File: config.mk
export PLATFORM = sky130hd
export DESIGN_NAME = epsc_regs
export DESIGN_NICKNAME = d
export VERILOG_FILES = /design/src/rtl/epsc_pkg.sv /design/src/rtl/epsc_regs.sv
export VERILOG_INCLUDE_DIRS = /design/src /design/src/rtl
export SDC_FILE = /design/constraint.sdc
export NUM_CORES = 1
export LEC_CHECK = 0
export BUFFER_PORTS_ARGS = -buffer_cell sky130_fd_sc_hd__buf_2
export CAP_MARGIN = 20
export CORE_UTILIZATION = 40
export DETAILED_ROUTE_END_ITERATION = 6
export PLACE_DENSITY = 0.82
export SYNTH_ARGS = -nofsm -noshare
export SYNTH_HDL_FRONTEND = slang
export SYNTH_SLANG_ARGS = --single-unit
File: constraint.sdc
create_clock -name clk_i -period 1.8 [get_ports clk_i]
set_clock_uncertainty 0.2 [all_clocks]
set_input_delay 0.09 -clock clk_i [delete_from_list [all_inputs] [get_ports clk_i]]
set_output_delay 0.09 -clock clk_i [all_outputs]
set_load 0.1 [all_outputs]
File: src/rtl/epsc_consts.svh
`ifndef EPSC_CONSTS_SVH
`define EPSC_CONSTS_SVH

// register indices as printed; byte address is four times the index
`define EPSC_IDX_LINE_STATUS   13'h0001
`define EPSC_IDX_PORT_CONTROL  13'h0002
`define EPSC_IDX_EXT_MODE      13'h0402
`define EPSC_IDX_IRQ_STATUS    13'h0010
`define EPSC_IDX_IRQ_MASK      13'h0011

// reset values
`define EPSC_RST_PORT_CONTROL  8'h00
`define EPSC_RST_EXT_MODE      3'h0
`define EPSC_RST_IRQ_MASK      2'h1

// status register field positions
`define EPSC_ST_BUSY           7
`define EPSC_ST_ACK            6
`define EPSC_ST_PERR           5
`define EPSC_ST_SEL            4
`define EPSC_ST_FAULT          3
`define EPSC_ST_PORT_INTERRUPT_FLAG           2

// control register field positions
`define EPSC_CT_DIR            5
`define EPSC_CT_ACK_INTERRUPT_ENABLE          4
`define EPSC_CT_SELIN          3
`define EPSC_CT_INIT           2
`define EPSC_CT_AUTOFD         1
`define EPSC_CT_STROBE         0
`define EPSC_CT_WMASK          8'h3f

// extended mode register field
`define EPSC_MODE_HI           7
`define EPSC_MODE_LO           5

// interrupt event bit positions
`define EPSC_EV_ACK            0
`define EPSC_EV_FAULT          1

`endif

File: src/rtl/epsc_pkg.sv
package epsc_pkg;

    // port mode field values of the extended mode register
    typedef enum logic [2:0] {
        EPSC_MODE_COMPAT   = 3'h0,
        EPSC_MODE_BIDIR    = 3'h1,
        EPSC_MODE_FIFO     = 3'h2,
        EPSC_MODE_ECP      = 3'h3,
        EPSC_MODE_RSVD4    = 3'h4,
        EPSC_MODE_RSVD5    = 3'h5,
        EPSC_MODE_TEST     = 3'h6,
        EPSC_MODE_CONFIG   = 3'h7
    } epsc_mode_t;

    // decoded register selector
    typedef enum logic [2:0] {
        EPSC_SEL_NONE,
        EPSC_SEL_STATUS,
        EPSC_SEL_CONTROL,
        EPSC_SEL_MODE,
        EPSC_SEL_IRQ_ST,
        EPSC_SEL_IRQ_MK
    } epsc_sel_t;

endpackage : epsc_pkg

File: src/rtl/epsc_regs.sv
`timescale 1ns/1ns
`include "epsc_consts.svh"
module epsc_regs
    import epsc_pkg::*;
#(
    parameter int ADDR_W = 15                   // byte address width
) (
    input  wire logic              clk_i,
    input  wire logic              resetn_i,
    // apb slave
    input  wire logic              psel_i,
    input  wire logic              penable_i,
    input  wire logic              pwrite_i,
    input  wire logic [ADDR_W-1:0] paddr_i,
    input  wire logic [31:0]       pwdata_i,
    input  wire logic [3:0]        pstrb_i,
    output logic      [31:0]       prdata_o,
    output logic                   pready_o,
    output logic                   pslverr_o,
    output logic                   irq_o,
    // peripheral status lines, true line levels
    input  wire logic              busy_i,
    input  wire logic              ack_n_i,
    input  wire logic              paper_error_i,
    input  wire logic              select_i,
    input  wire logic              fault_n_i,
    // peripheral control lines, true line levels
    output logic                   select_in_n_o,
    output logic                   init_n_o,
    output logic                   auto_feed_n_o,
    output logic                   strobe_n_o,
    // parallel data lines, two-way
    input  wire logic [7:0]        parallel_data_lines_i,
    output logic      [7:0]        parallel_data_lines_o,
    output logic                   parallel_data_lines_oe_o,
    // hardware handshake engine side
    input  wire logic [7:0]        hs_data_i,
    input  wire logic              hs_cmd_cycle_i,
    input  wire logic              hs_auto_feed_n_i,
    input  wire logic              hs_strobe_n_i,
    output logic      [7:0]        hs_data_o,
    output logic      [2:0]        hs_mode_o,
    output logic                   hs_reverse_o,
    output logic                   hs_fifo_dir_ok_o
);

    // software state
    logic [7:0]  port_control_reg;              // control register, bits 7:6 stay zero
    logic [7:0]  port_control_next;
    logic [2:0]  mode_reg;                      // extended mode field
    logic [2:0]  mode_next;
    logic [1:0]  irq_status_reg;                // sticky event bits
    logic [1:0]  irq_status_next;
    logic [1:0]  irq_mask_reg;                  // event mask
    logic [1:0]  irq_mask_next;
    logic [31:0] rdata_reg;                     // read data, loaded in setup
    logic [31:0] rdata_next;
    // line history for edge detection
    logic        ack_n_reg;
    logic        fault_n_reg;
    // data line drive and capture
    logic [7:0]  pd_out_reg;
    logic [7:0]  pd_in_reg;

    // map a byte address to a register selector
    function automatic epsc_sel_t epsc_decode(input logic [ADDR_W-1:0] addr);
        logic [12:0] idx;
        idx = addr[ADDR_W-1:2];
        if (addr[1:0] != 2'h0) begin
            return EPSC_SEL_NONE;               // unaligned never maps
        end
        case (idx)
            `EPSC_IDX_LINE_STATUS:  return EPSC_SEL_STATUS;
            `EPSC_IDX_PORT_CONTROL: return EPSC_SEL_CONTROL;
            `EPSC_IDX_EXT_MODE:     return EPSC_SEL_MODE;
            `EPSC_IDX_IRQ_STATUS:   return EPSC_SEL_IRQ_ST;
            `EPSC_IDX_IRQ_MASK:     return EPSC_SEL_IRQ_MK;
            default:                return EPSC_SEL_NONE;
        endcase
    endfunction : epsc_decode

    // bus phase decode
    wire         setup_w   = psel_i & ~penable_i;
    wire         access_w  = psel_i & penable_i;
    wire         wr_w      = access_w & pwrite_i;
    wire         lane0_w   = pstrb_i[0];      // all fields sit in byte lane 0
    epsc_sel_t   rd_sel_w;
    epsc_sel_t   wr_sel_w;
    assign rd_sel_w = epsc_decode(paddr_i);
    assign wr_sel_w = epsc_decode(paddr_i);
    wire         mapped_w  = (wr_sel_w != EPSC_SEL_NONE);

    // mode decode
    wire         mode_ecp_w   = (mode_reg == EPSC_MODE_ECP);
    wire         mode_fifo_w  = (mode_reg == EPSC_MODE_FIFO);
    wire         hw_owns_w    = mode_ecp_w | mode_fifo_w;

    // control fields
    wire         dir_rev_w    = port_control_reg[`EPSC_CT_DIR];
    wire         irq_en_w     = port_control_reg[`EPSC_CT_ACK_INTERRUPT_ENABLE];

    // status register image; bits 1:0 read zero
    wire         port_interrupt_flag_bit_w   = mode_ecp_w ? 1'b1
                                           : ~irq_status_reg[`EPSC_EV_ACK];
    wire [7:0]   line_status_w = {~busy_i,
                                  ack_n_i,
                                  paper_error_i,
                                  select_i,
                                  fault_n_i,
                                  port_interrupt_flag_bit_w,
                                  2'h0};

    // events: falling edges of nAck and nFault
    wire [1:0]   event_w;
    assign event_w[`EPSC_EV_ACK]   = ack_n_reg & ~ack_n_i & irq_en_w;
    assign event_w[`EPSC_EV_FAULT] = fault_n_reg & ~fault_n_i & irq_en_w;

    // write-one-to-clear pattern for the sticky bits
    wire [1:0]   irq_clr_w = (wr_w & lane0_w && wr_sel_w == EPSC_SEL_IRQ_ST)
                             ? pwdata_i[1:0] : 2'h0;

    // sticky bits: a new event beats a clear in the same cycle
    genvar g;
    generate
        for (g = 0; g < 2; g++) begin : g_sticky
            assign irq_status_next[g] = event_w[g] | (irq_status_reg[g] & ~irq_clr_w[g]);
        end
    endgenerate

    // control register write, reserved bits forced to zero
    assign port_control_next = (wr_w & lane0_w && wr_sel_w == EPSC_SEL_CONTROL)
                               ? (pwdata_i[7:0] & `EPSC_CT_WMASK)
                               : port_control_reg;

    // mode register write
    assign mode_next = (wr_w & lane0_w && wr_sel_w == EPSC_SEL_MODE)
                       ? pwdata_i[`EPSC_MODE_HI:`EPSC_MODE_LO]
                       : mode_reg;

    // mask register write
    assign irq_mask_next = (wr_w & lane0_w && wr_sel_w == EPSC_SEL_IRQ_MK)
                           ? pwdata_i[1:0]
                           : irq_mask_reg;

    // read mux; status writes fall through to nothing
    always_comb begin
        rdata_next = 32'h0000_0000;
        case (rd_sel_w)
            EPSC_SEL_STATUS:  rdata_next = {24'h00_0000, line_status_w};
            EPSC_SEL_CONTROL: rdata_next = {24'h00_0000, port_control_reg};
            EPSC_SEL_MODE:    rdata_next = {24'h00_0000, mode_reg, 5'h00};
            EPSC_SEL_IRQ_ST:  rdata_next = {30'h0000_0000, irq_status_reg};
            EPSC_SEL_IRQ_MK:  rdata_next = {30'h0000_0000, irq_mask_reg};
            default:          rdata_next = 32'h0000_0000;
        endcase
    end

    // register state
    always_ff @(posedge clk_i or negedge resetn_i) begin
        if (!resetn_i) begin
            port_control_reg <= `EPSC_RST_PORT_CONTROL;
            mode_reg         <= `EPSC_RST_EXT_MODE;
            irq_status_reg   <= 2'h0;
            irq_mask_reg     <= `EPSC_RST_IRQ_MASK;
        end else begin
            port_control_reg <= port_control_next;
            mode_reg         <= mode_next;
            irq_status_reg   <= irq_status_next;
            irq_mask_reg     <= irq_mask_next;
        end
    end

    // read data captured in setup so access phase answers at once
    always_ff @(posedge clk_i or negedge resetn_i) begin
        if (!resetn_i) begin
            rdata_reg <= 32'h0000_0000;
        end else if (setup_w) begin
            rdata_reg <= rdata_next;
        end
    end

    // line history; reset to negated so no false edge at start
    always_ff @(posedge clk_i or negedge resetn_i) begin
        if (!resetn_i) begin
            ack_n_reg   <= 1'b1;
            fault_n_reg <= 1'b1;
        end else begin
            ack_n_reg   <= ack_n_i;
            fault_n_reg <= fault_n_i;
        end
    end

    // data line registers, both directions
    always_ff @(posedge clk_i or negedge resetn_i) begin
        if (!resetn_i) begin
            pd_out_reg <= 8'h00;
            pd_in_reg  <= 8'h00;
        end else begin
            pd_out_reg <= hs_data_i;
            pd_in_reg  <= parallel_data_lines_i;
        end
    end

    // apb answer: zero wait, error on unmapped address
    assign prdata_o  = rdata_reg;
    assign pready_o  = access_w;
    assign pslverr_o = access_w & ~mapped_w;

    // interrupt level, gated by enable and mask
    assign irq_o = irq_en_w & |(irq_status_reg & irq_mask_reg);

    // control lines
    assign select_in_n_o = ~port_control_reg[`EPSC_CT_SELIN];
    assign init_n_o      = port_control_reg[`EPSC_CT_INIT];

    // autofeed: handshake owns it in fifo mode, address flag in ecp
    assign auto_feed_n_o = mode_ecp_w  ? ~hs_cmd_cycle_i
                         : mode_fifo_w ? hs_auto_feed_n_i
                         : ~port_control_reg[`EPSC_CT_AUTOFD];
    assign strobe_n_o    = hw_owns_w ? hs_strobe_n_i
                         : ~port_control_reg[`EPSC_CT_STROBE];

    // data lines drive only in forward direction
    assign parallel_data_lines_o    = pd_out_reg;
    assign parallel_data_lines_oe_o = ~dir_rev_w;
    assign hs_data_o                = pd_in_reg;
    assign hs_mode_o                = mode_reg;
    assign hs_reverse_o             = dir_rev_w;
    // fifo compatibility mode only moves data forward
    assign hs_fifo_dir_ok_o         = mode_fifo_w & ~dir_rev_w;

endmodule : epsc_regs

* After elaboration in Yosys (flattened, before gate mapping)
Cells that the tools add are included. W data, S select, Z words.
Word-level totals: bits in registers 63, bits of input ports 80, output and inout bits 61, logic and storage cells 68
Cells by class: reduce and logical (&&, ||, !) cells 7, multiplexer cells 10, bitwise logic cells 30, eq/ne operators 12
Operator list (number):
- $pmux W8 S5 | 1
- $eq A13 B5 Y1 const B | 2
- $pmux W3 S5 | 1
- $and A1 B1 Y1 | 13
- $eq A13 B1 Y1 const B | 1
- $eq A13 B11 Y1 const B | 1
- $eq A13 B2 Y1 const B | 1
- $not A1 Y1 | 13
- $eq A3 B2 Y1 const B | 4
- $eq A3 B3 Y1 const B | 2
- $mux W3 | 2
- $mux W1 | 5
- $logic_and A1 B1 Y1 | 4
- $eq A3 B1 Y1 const B | 1
- $or A1 B1 Y1 | 3
- $reduce_bool A3 Y1 | 1
- $and A2 B2 Y2 | 1
- $mux W2 | 1
- $reduce_bool A2 Y1 | 1
- $reduce_or A2 Y1 | 1

* Depth between registers and ports, before layout
Gate-level depths: netlist (run 1).
word-level depth 9, depth in mapped cells 6, depth with buffers taken out 5

* Worst setup path before layout (run 1)
OpenSTA, ideal clock, no wires.
path kind reg-to-output, from register mode_reg[1], in the netlist hs_mode_o[1], to output hs_fifo_dir_ok_o, path buffers 0, arrival 3.272 ns, cell stages (with the launch flop) 3, setup slack -1.762 ns, required time 1.510 ns, cell sequence dfrtp_1 -> nand2b_1 -> nor3_1
Between the ends: word-level cells in the longest chain between the ends 2
RTL lines:
- start, declared | line epsc_regs.sv:50 | logic [2:0] mode_reg;
- start signal, assigned | line epsc_regs.sv:162 | mode_reg <= `EPSC_RST_EXT_MODE;
- start signal, assigned | line epsc_regs.sv:167 | mode_reg <= mode_next;
- $eq A3 B2 Y1 | line epsc_regs.sv:95 | wire mode_fifo_w = (mode_reg == EPSC_MODE_FIFO);
- $and A1 B1 Y1 | line epsc_regs.sv:230 | assign hs_fifo_dir_ok_o = mode_fifo_w & ~dir_rev_w;
- end, declared | line epsc_regs.sv:44 | output logic hs_fifo_dir_ok_o
Every way passes these cells.

* Worst setup path after layout (run 1)
from input paddr_i[4], to register port_control_reg[3]
Between the ends: word-level cells in the longest chain between the ends 5
RTL lines:
- start, declared | line epsc_regs.sv:14 | input wire logic [ADDR_W-1:0] paddr_i,
- $eq A13 B5 Y1, or another cell as far along | line epsc_regs.sv:72 | case (idx)
- $pmux W3 S5 (*) | line epsc_regs.sv:72
- $mux W3 (*) | line epsc_regs.sv:72
- $eq A3 B2 Y1 (*) | line epsc_regs.sv:131 | assign port_control_next = (wr_w & lane0_w && wr_sel_w == EPSC_SEL_CONTROL)
- $logic_and A1 B1 Y1 (*) | line epsc_regs.sv:131
- end signal, assigned | line epsc_regs.sv:161 | port_control_reg <= `EPSC_RST_PORT_CONTROL;
- end signal, assigned | line epsc_regs.sv:166 | port_control_reg <= port_control_next;
- end, declared | line epsc_regs.sv:48 | logic [7:0] port_control_reg;
Every way passes the cells marked *; elsewhere a longest branch is shown, timed or not. A chain may end at the register's enable or synchronous reset.

==> impl_metrics.toml, run 1 <==
[final_layout]
stdcell_count = 364
antennaDiodeCount = 0
layout.nets = 391
drive_gt1_frac = 0.5288
multiInputGateArea_sq_um = 904.6
area_delta_synth_final_pct = 68.98
post-route-util = 0.7089
seqCellArea_sq_um = 992.2
fill_cells = 308

[worst_setup_path]
path_class = "input port to register"
reg2reg_slack_ns = 0.44
cp.arrival_ns = 2.00
start_kind = "input port"
crit_chain = "buf_6 -> or4_4 -> or2_1 -> or4_4 -> nor2_8 -> mux2_4"
crit_fanout = 6
slowest_delay_ns = 0.54
slowest_stage = "or4_4"
crit_path_frequent_cell = "or4_4"
required_ns = 1.77
setup.worst_path.end_class = "register"

[global_route]
grt_max_degree = 22
antenna_found_initial = 0
overflow = 0
grt_pass1_wl_um = 8666
grt_pass1_vias = 1819
grt_use_total = 0.2326

[drt]
vias = 1773
drcViolationCount = 0
vias_per_cell = 4.871
routed_wl_um = 5694
routedWlPerCell_um = 15.64
ant_nets = 0
dr.pass1.iters = 4
drtIter0Drc = 48

[synthesis]
ys_seq_area_frac = 0.5327
synthCells = 165
synth_seq_cells = 39
synth_cell_types = 39
yosysTopAreaCell = "dfrtp_1"
yosysWarnings = 0
synth_top_area_share = 0.4898
synth.cell_area_sq_um = 1839
synth_area_leaders = "dfrtp_1 (49%), buf_4 (9.8%), mux2_2 (6.1%)"
syn_area_per_cell_sq_um = 11.15

[clock_tree]
cts-root-buf = "clkbuf_8"
cts_tree = "done"
clkLatencyLatePin_ns = 0.29
clock_sinks = 39
cts_buffer_depth = 2
cts_max_level = 2
clk_pin_slew_worst_paths_ns = 0.08
cts_made_buffers = 5

[die]
num_io_pins = 141
die_area_sq_um = 4873
die_h_um = 69.81
die_x_um = 69.81
coreArea_sq_um = 4384
fp-row-count = 24
initial_utilization = 0.4195

[place]
dp_slack_ns = -0.6106
place_inst = 324
portBuffers = 89
gp_congestion = 0.8151
dpl.hpwl_um = 3742

[power]
power_leakage_nw = 1.545
powerDensity_nw_per_um2 = 726.5
ir_drop_mv = 0.6264

[status]
status = "complete, but fails checks"
violations = "negative setup slack"

[sta]
setup-violations-final = 15
period_needed_ns = 2.029
max_freq_mhz = 492.7
fin_ws_ns = -0.2295
holdWs_ns = 0.04794
hold_viol = 0
slew_viol_final = 0
rsz0062_at_grt = "yes"
fin_crit_sh = 1.127

[job]
max_cap_violations = 0

[min_path]
holdCritPathClass = "input port to register"
==> per-layer routing <==
layer  global-route usage  part of all wire
met5                    0                 0
met4              0.08889            0.0070
met2               0.3846              0.51
met1               0.2856              0.40
met3              0.06977             0.081
==> report_power, final <==
| part | leakage, nW | total [mW] | internal (mW) | switching [mW] |
|---|---|---|---|---|
| sequential | 0.490 | 0.905 | 0.898 | 0.00673 |
| combinational | 0.994 | 0.607 | 0.135 | 0.472 |
| clock | 0.0612 | 0.746 | 0.448 | 0.298 |
| total | 1.55 | 2.26 | 1.48 | 0.777 |
==> repair_timing <==
item / CTS / global route
hold buffers: 29 / 0
cloned: 0 / 0
setup endpoints to repair: 19 / 23
buffers inserted: 2 / 1
pin swaps: 4 / 9
resized for setup: 13 / 19
endpoints found under the hold margin: 72 / 0
==> logic make-up after synthesis <==
kind of cell           share of synthesized area
buffers and inverters                     0.1163
DFF                                       0.5327
muxes                                    0.07823
AOI/OAI and AO/OA                        0.09728
and+or+nand+nor                           0.1735
other                                   0.002039
==> cells in the mapped netlist, drive strengths merged <==
master	count
dfrtp	36
buf	25
nor2	12
mux2	11
nand2	9
inv	7
nand3	6
a21oi	5
nor3	5
a32o	4
or4	4
a32oi	3
dfstp	3
nand2b	3
nand3b	3
nor2b	3
nor4	3
a22o	2
a22oi	2
mux2i	2
o211ai	2
o21ai	2
or2	2
or3	2
a21boi	1
a21o	1
a31oi	1
and2	1
and3	1
clkbuf	1
conb	1
nor3b	1
o41ai	1
==> path summary, 6_finish.rpt <==
check                                  start                  end  cells past startpoint
worst min-delay path              paddr_i[6]          prdata_o[5]                      5
max in group asynchronous           resetn_i            ack_n_reg                      3
min in group asynchronous           resetn_i    irq_status_reg[1]                      2
worst max-delay path              paddr_i[4]  port_control_reg[3]                      6
worst max register to register  hs_mode_o[2]          prdata_o[2]                      4
worst min register to register   prdata_o[3]          prdata_o[3]                      2
==> stage by stage <==
step	TNS [ns]	cell area (sq um)	power [mW]
after floorplan	-5.245	2016	1.368
after global placement	-9.090	2541	1.451
after detailed placement	-9.716	2541	1.456
after CTS	-2.492	3013	2.256
after global routing	-2.570	3108	2.334
final	-2.123	3108	2.258
==> critical path: cells and delay by family <==
family | cells | cell delay (ns)
and+or+nand+nor | 4 | 1.51
muxes | 1 | 0.32
buffers and inverters | 1 | 0.09
==> layout make-up <==
type | instances | area share
timing repair buffer | 142 | 0.3213
sequential | 39 | 0.3192
multi-input combinational | 116 | 0.2911
clock buffer | 6 | 0.02657
tap | 52 | 0.02093
clock inverter | 2 | 0.01127
inverter | 7 | 0.009662
==> layout by cell type, fill, tap and decap left out, types with 3 or more instances in the layout <==
| master | Yosys | final |
|---|---|---|
| buf_2 | 0 | 82 |
| buf_12 | 0 | 4 |
| dfrtp_4 | 0 | 3 |
| nor2_1 | 10 | 7 |
| buf_4 | 24 | 22 |
| a32o_1 | 4 | 4 |
| nor2_4 | 1 | 3 |
| nand3b_1 | 3 | 3 |
| nand2_1 | 9 | 9 |
| a32oi_1 | 3 | 3 |
| dlygate4sd3_1 | 0 | 29 |
| conb_1 | 1 | 24 |
| mux2_4 | 0 | 10 |
| nand3_1 | 6 | 6 |
| dfstp_2 | 3 | 3 |
| or4_4 | 2 | 4 |
| inv_1 | 7 | 6 |
| buf_6 | 0 | 4 |
| clkbuf_8 | 0 | 6 |
| dfrtp_1 | 36 | 32 |
Power figures use the tool's default switching activity.
==> run 2: changes to the inputs <==
Settings changed: CORE_UTILIZATION 40 to 43, PLACE_DENSITY 0.82 to 0.87.
Clock period 1.8 ns to 2.55 ns, I/O delays scaled along.
==> impl_metrics.toml, run 2 (synthesis gave the netlist of run 1 again) <==
[power]
ir_drop_mv = 0.4370
powerDensity_nw_per_um2 = 579.6
power_leakage_nw = 1.376

[final_layout]
antennaDiodeCount = 0
drive_gt1_frac = 0.4069
layout.nets = 369
area_delta_synth_final_pct = 45.44
layout_common_cells = "buf_2 (89), dfrtp_1 (36), dlygate4sd3_1 (30)"
finish.instance_area_sq_um = 2675
final_common_cell = "buf_2"

[place]
portBuffers = 89
gp_congestion = 0.8881
place_area_sq_um = 2262
dpl.hpwl_um = 3344

[die]
die_area_sq_um = 4543
die_x_um = 67.40
coreArea_sq_um = 4058
initial_utilization = 0.4533
die_h_um = 67.40
fp-row-count = 23
num_io_pins = 141

[worst_setup_path]
crit_fanout = 6
path_delay_family = "simple AND/OR/NAND/NOR gates"
start_kind = "input port"
path_class = "input port to register"
crit_chain = "dlygate4sd3_1 -> buf_2 -> and2_1 -> nand3_1 -> or4_4 -> nor2_8 -> mux2_2"
reg2reg_slack_ns = 1.17
setup.worst_path.end_class = "register"
reg2reg_from = "hs_mode_o[2]"
cp.arrival_ns = 2.16
required_ns = 2.52
slowest_delay_ns = 0.57
slowest_stage = "or4_4"
cp-startpoint = "penable_i"
cp_num_buf_inv = 2

[clock_tree]
cts_max_level = 2
cts_tree = "done"
cts_made_buffers = 5
clock_sinks = 39
clkLatencyLatePin_ns = 0.29
cts-root-buf = "clkbuf_8"
cts_buffer_depth = 2
clk_pin_slew_worst_paths_ns = 0.08
cts_setup_buffers = 0

[sta]
worst_pin_slew_ns = 0.8467
period_needed_ns = 2.192
rsz0062_at_grt = "no"
fin_crit_sh = 0.8597
setup-violations-final = 0
slew_viol_final = 0
max_freq_mhz = 456.2
hold_viol = 0
slew_headroom = 0.4355
holdWs_ns = 0.01370

[min_path]
hp-start = "paddr_i[6]"
holdCritPathClass = "input port to register"

[global_route]
grt_pass1_vias = 1716
overflow = 0
grt_pass1_wl_um = 7886
grt_max_degree = 40
antenna_found_initial = 0
grt_use_total = 0.2416

[drt]
vias = 1676
drcViolationCount = 0
routed_wl_um = 5130
drtIter0Drc = 71
vias_per_cell = 4.929
dr.pass1.iters = 4
routedWlPerCell_um = 15.09
ant_nets = 0

[status]
status = "completed"

[job]
max_cap_violations = 0
[run 2: final timing paths]
check,endpoint,cells past startpoint
setup / recovery,port_control_reg[0],7
hold / removal,prdata_o[5],4
setup reg to reg,prdata_o[2],4
hold reg to reg,prdata_o[4],2
max in group asynchronous,hs_data_o[3],2
min in group asynchronous,port_control_reg[3],2
[run 2: stage by stage]
step             util  setup WS, ns  std cells  total power, mW  setup TNS, ns
2_1_floorplan       -       -0.5441        188           0.9634         -1.275
3_3_place_gp   0.5575        0.1205        302            1.009              0
3_5_place_dp   0.5575        0.1048        302            1.012              0
4_1_cts        0.6593        0.3650        340            1.550              0
5_1_grt        0.6593        0.2764        340            1.599              0
6_report       0.6593        0.3578        340            1.550              0
[run 2: layout make-up]
| cell class | instances | area [sq um] |
|---|---|---|
| clock buffers | 5 | 68.82 |
| clock inverters | 3 | 43.79 |
| fillers | 305 | 1383 |
| inverters | 7 | 26.28 |
| multi-input cells | 116 | 740.7 |
| flip-flops and latches | 39 | 979.7 |
| well taps | 50 | 62.56 |
| repair buffers | 120 | 753.2 |
[run 2: repair_timing]
action | CTS | global route
hold endpoints to repair | 71 | 0
gates resized for setup | 0 | 0
hold buffers | 30 | 0
[run 2: power breakdown]
| part | switching, mW | internal, mW | total (mW) | leakage [nW] |
|---|---|---|---|---|
| Clock | 0.219 | 0.291 | 0.510 | 0.0581 |
| Combinational | 0.324 | 0.0771 | 0.402 | 0.820 |
| Sequential | 0.00498 | 0.634 | 0.639 | 0.497 |
| Total | 0.548 | 1.00 | 1.55 | 1.38 |
[run 2: per-layer routing]
layer,vias up,GRT usage,wire (um)
met3,8,0.08108,521
li1,781,-,-
met1,787,0.2770,2049
met4,0,0.08245,74
met5,-,0,0
met2,100,0.4188,2485
[run 2: tightest hold or removal path: stages]
cell     delay (ns)
buf_2          0.12
nor2_1         0.04
nand2_1        0.09
o41ai_1        0.08
==> run 3: changes to the inputs <==
Settings changed: ABC_AREA set to 1, PLACE_DENSITY 0.87 to 0.86, SETUP_SLACK_MARGIN set to 0.15.
==> impl_metrics.toml, run 3 <==
[worst_setup_path]
crit_chain = "nor2_2 -> nand2_1 -> o221ai_4 -> buf_2"
reg2reg_from = "hs_mode_o[2]"
path_delay_family = "simple AND/OR/NAND/NOR gates"
required_ns = 2.22
reg2reg_depth = 5
slowest_delay_ns = 0.46
start_kind = "register"
path_class = "register to output port"
cp.arrival_ns = 1.90
reg2reg_slack_ns = 0.90
cp_num_buf_inv = 1
crit_fanout = 6
worst_r2r_endpoint = "prdata_o[2]"
slowest_stage = "dfrtp_1"
setup.worst_path.end_class = "output port"

[sta]
slew_headroom = 0.4458
period_needed_ns = 2.226
max_freq_mhz = 449.2
fin_crit_sh = 0.8730
slew_viol_final = 0
worst_pin_slew_ns = 0.8313
final.setup.tns_ns = 0
rsz0062_at_grt = "no"
setup-violations-final = 0
hold_viol = 0

[clock_tree]
post_cts_resized = 0
cts_made_buffers = 5
cts-root-buf = "clkbuf_8"
clock_sinks = 39
clkLatencyLatePin_ns = 0.29
cts_setup_buffers = 0
ctsHoldBuffers = 30
cts_tree = "done"
cts_max_level = 2
clk_pin_slew_worst_paths_ns = 0.07
cts_buffer_depth = 2

[power]
power_frac_seq = 0.447
powerDensity_nw_per_um2 = 521.9
p_sw_mw = 0.5283
p_clk_frac = 0.279
power_leakage_nw = 1.501
internal-power_mw = 0.8972
combPwrFrac = 0.274
ir_drop_mv = 0.2951
p_sw_frac = 0.3706

[final_layout]
drive_gt1_frac = 0.3362
area_delta_synth_final_pct = 43.81
final_common_cell = "buf_2"
layout.nets = 424
layout_common_cells = "buf_2 (89), nand2_1 (61), dfrtp_1 (35)"
antennaDiodeCount = 0
fill_cells = 350
finish.instance_area_sq_um = 2731

[synthesis]
synth_area_leaders = "dfrtp_1 (47%), nand2_1 (12%), buf_4 (9.5%)"
async_flop_share = 1.000
yosysTopAreaCell = "dfrtp_1"
synth_edf_count = 0
synthCells = 220
synth_seq_cells = 39
synth_top_area_share = 0.4743
yosysMostFrequentCell = "nand2_1"
ys_seq_area_frac = 0.5158
synth.cell_area_sq_um = 1899
synthTopCellsByCount = "nand2_1 (61), dfrtp_1 (36), buf_4 (24)"
syn_area_per_cell_sq_um = 8.633
synth_cell_types = 25
synth_flop_cell = "dfrtp_1"
yosysWarnings = 0

[die]
fp-row-count = 23
die_x_um = 68.46
die_h_um = 68.46
die_area_sq_um = 4687
initial_utilization = 0.4615
num_io_pins = 141
coreArea_sq_um = 4115

[drt]
drcViolationCount = 0
met1_length_um = 1856
ant_nets = 0
drtIter0Drc = 70
route.met3.wl_um = 251
route.met2.wl_um = 2467
vias = 1829
routedWlPerCell_um = 11.76
dr.pass1.iters = 4
vias_per_cell = 4.630
routed_wl_um = 4646
routed.top_layer = "met4"

[min_path]
hp-start = "psel_i"
whs_path_depth = 5
holdCritPathClass = "input port to register"
hold-path-endpoint = "prdata_o[1]"

[place]
place_area_sq_um = 2346
portBuffers = 89
gp_congestion = 0.9141
dpl.hpwl_um = 3303

[global_route]
antenna_found_initial = 0
grt_use_total = 0.2093
grt_pass1_wl_um = 7258
grt_max_degree = 40
grt_pass1_vias = 1658
overflow = 0

[status]
status = "completed"

[job]
max_cap_violations = 0
-- run 3: cell types whose count changed after synthesis, moves of 6 or more --
cell	delta
o21ai_0	+6
nand3_1	+16
inv_1	+16
nand2_1	+52
mux2_2	-10
-- run 3: how the worst max path moves through the flow --
stage          cells past startpoint  slack [ns]             to    startpoint
4_1_cts                            4        0.30  auto_feed_n_o  hs_mode_o[2]
5_1_grt                            4        0.23  auto_feed_n_o  hs_mode_o[2]
2_1_floorplan                      6        0.18      pslverr_o    paddr_i[6]
3_5_place_dp                       4        0.61  auto_feed_n_o  hs_mode_o[2]
3_3_place_gp                       4        0.68  auto_feed_n_o  hs_mode_o[2]
6_report                           4        0.32  auto_feed_n_o  hs_mode_o[2]
-- run 3: layout make-up --
class                           instances  area [sq um]  area share
Clock buffer                            6         72.57     0.02657
Clock inverter                          2         12.51    0.004581
Inverter                               24         90.09     0.03298
Multi-Input combinational cell        155         767.0      0.2808
Sequential cell                        39         980.9      0.3591
Tap cell                               50         62.56     0.02290
Timing Repair Buffer                  119         745.7      0.2730
-- run 3: tightest hold or removal path: stages --
cell	delay, ns
buf_2	0.10
inv_1	0.04
nor2_1	0.08
nand2_1	0.08
nand2_1	0.04
-- run 3: metrics by stage --
step	hold slack, ns	power [mW]	util	setup WS [ns]	std cells
detailed placement	0.03691	1.003	0.5701	0.6150	357
global placement	0.03488	0.9996	0.5701	0.6775	357
floorplan	-0.3681	0.9591	-	0.1755	243
finish	0.02065	1.426	0.6637	0.3237	395
global route	0.05085	1.478	0.6637	0.2315	395
CTS	0.01308	1.433	0.6637	0.3023	395
-- run 3: cells by family after synthesis --
family,share of synthesized area
other,0.001974
flip-flops,0.5158
AND/OR/NAND/NOR,0.2747
AO/OA/AOI/OAI,0.05732
buffers and inverters,0.1502
-- run 3: power by group through the flow --
stage	sequential [mW]	clock, mW	combinational (mW)
after detailed placement	0.649	0	0.354
after CTS	0.637	0.407	0.389
after floorplan	0.746	0	0.213
final	0.637	0.398	0.390
after global routing	0.639	0.430	0.409
after global placement	0.648	0	0.351
-- run 3: metal layers --
layer,GRT usage,vias up
met5,0,-
met4,0.06510,0
met3,0.04000,10
met2,0.3664,76
met1,0.2574,851
li1,-,892
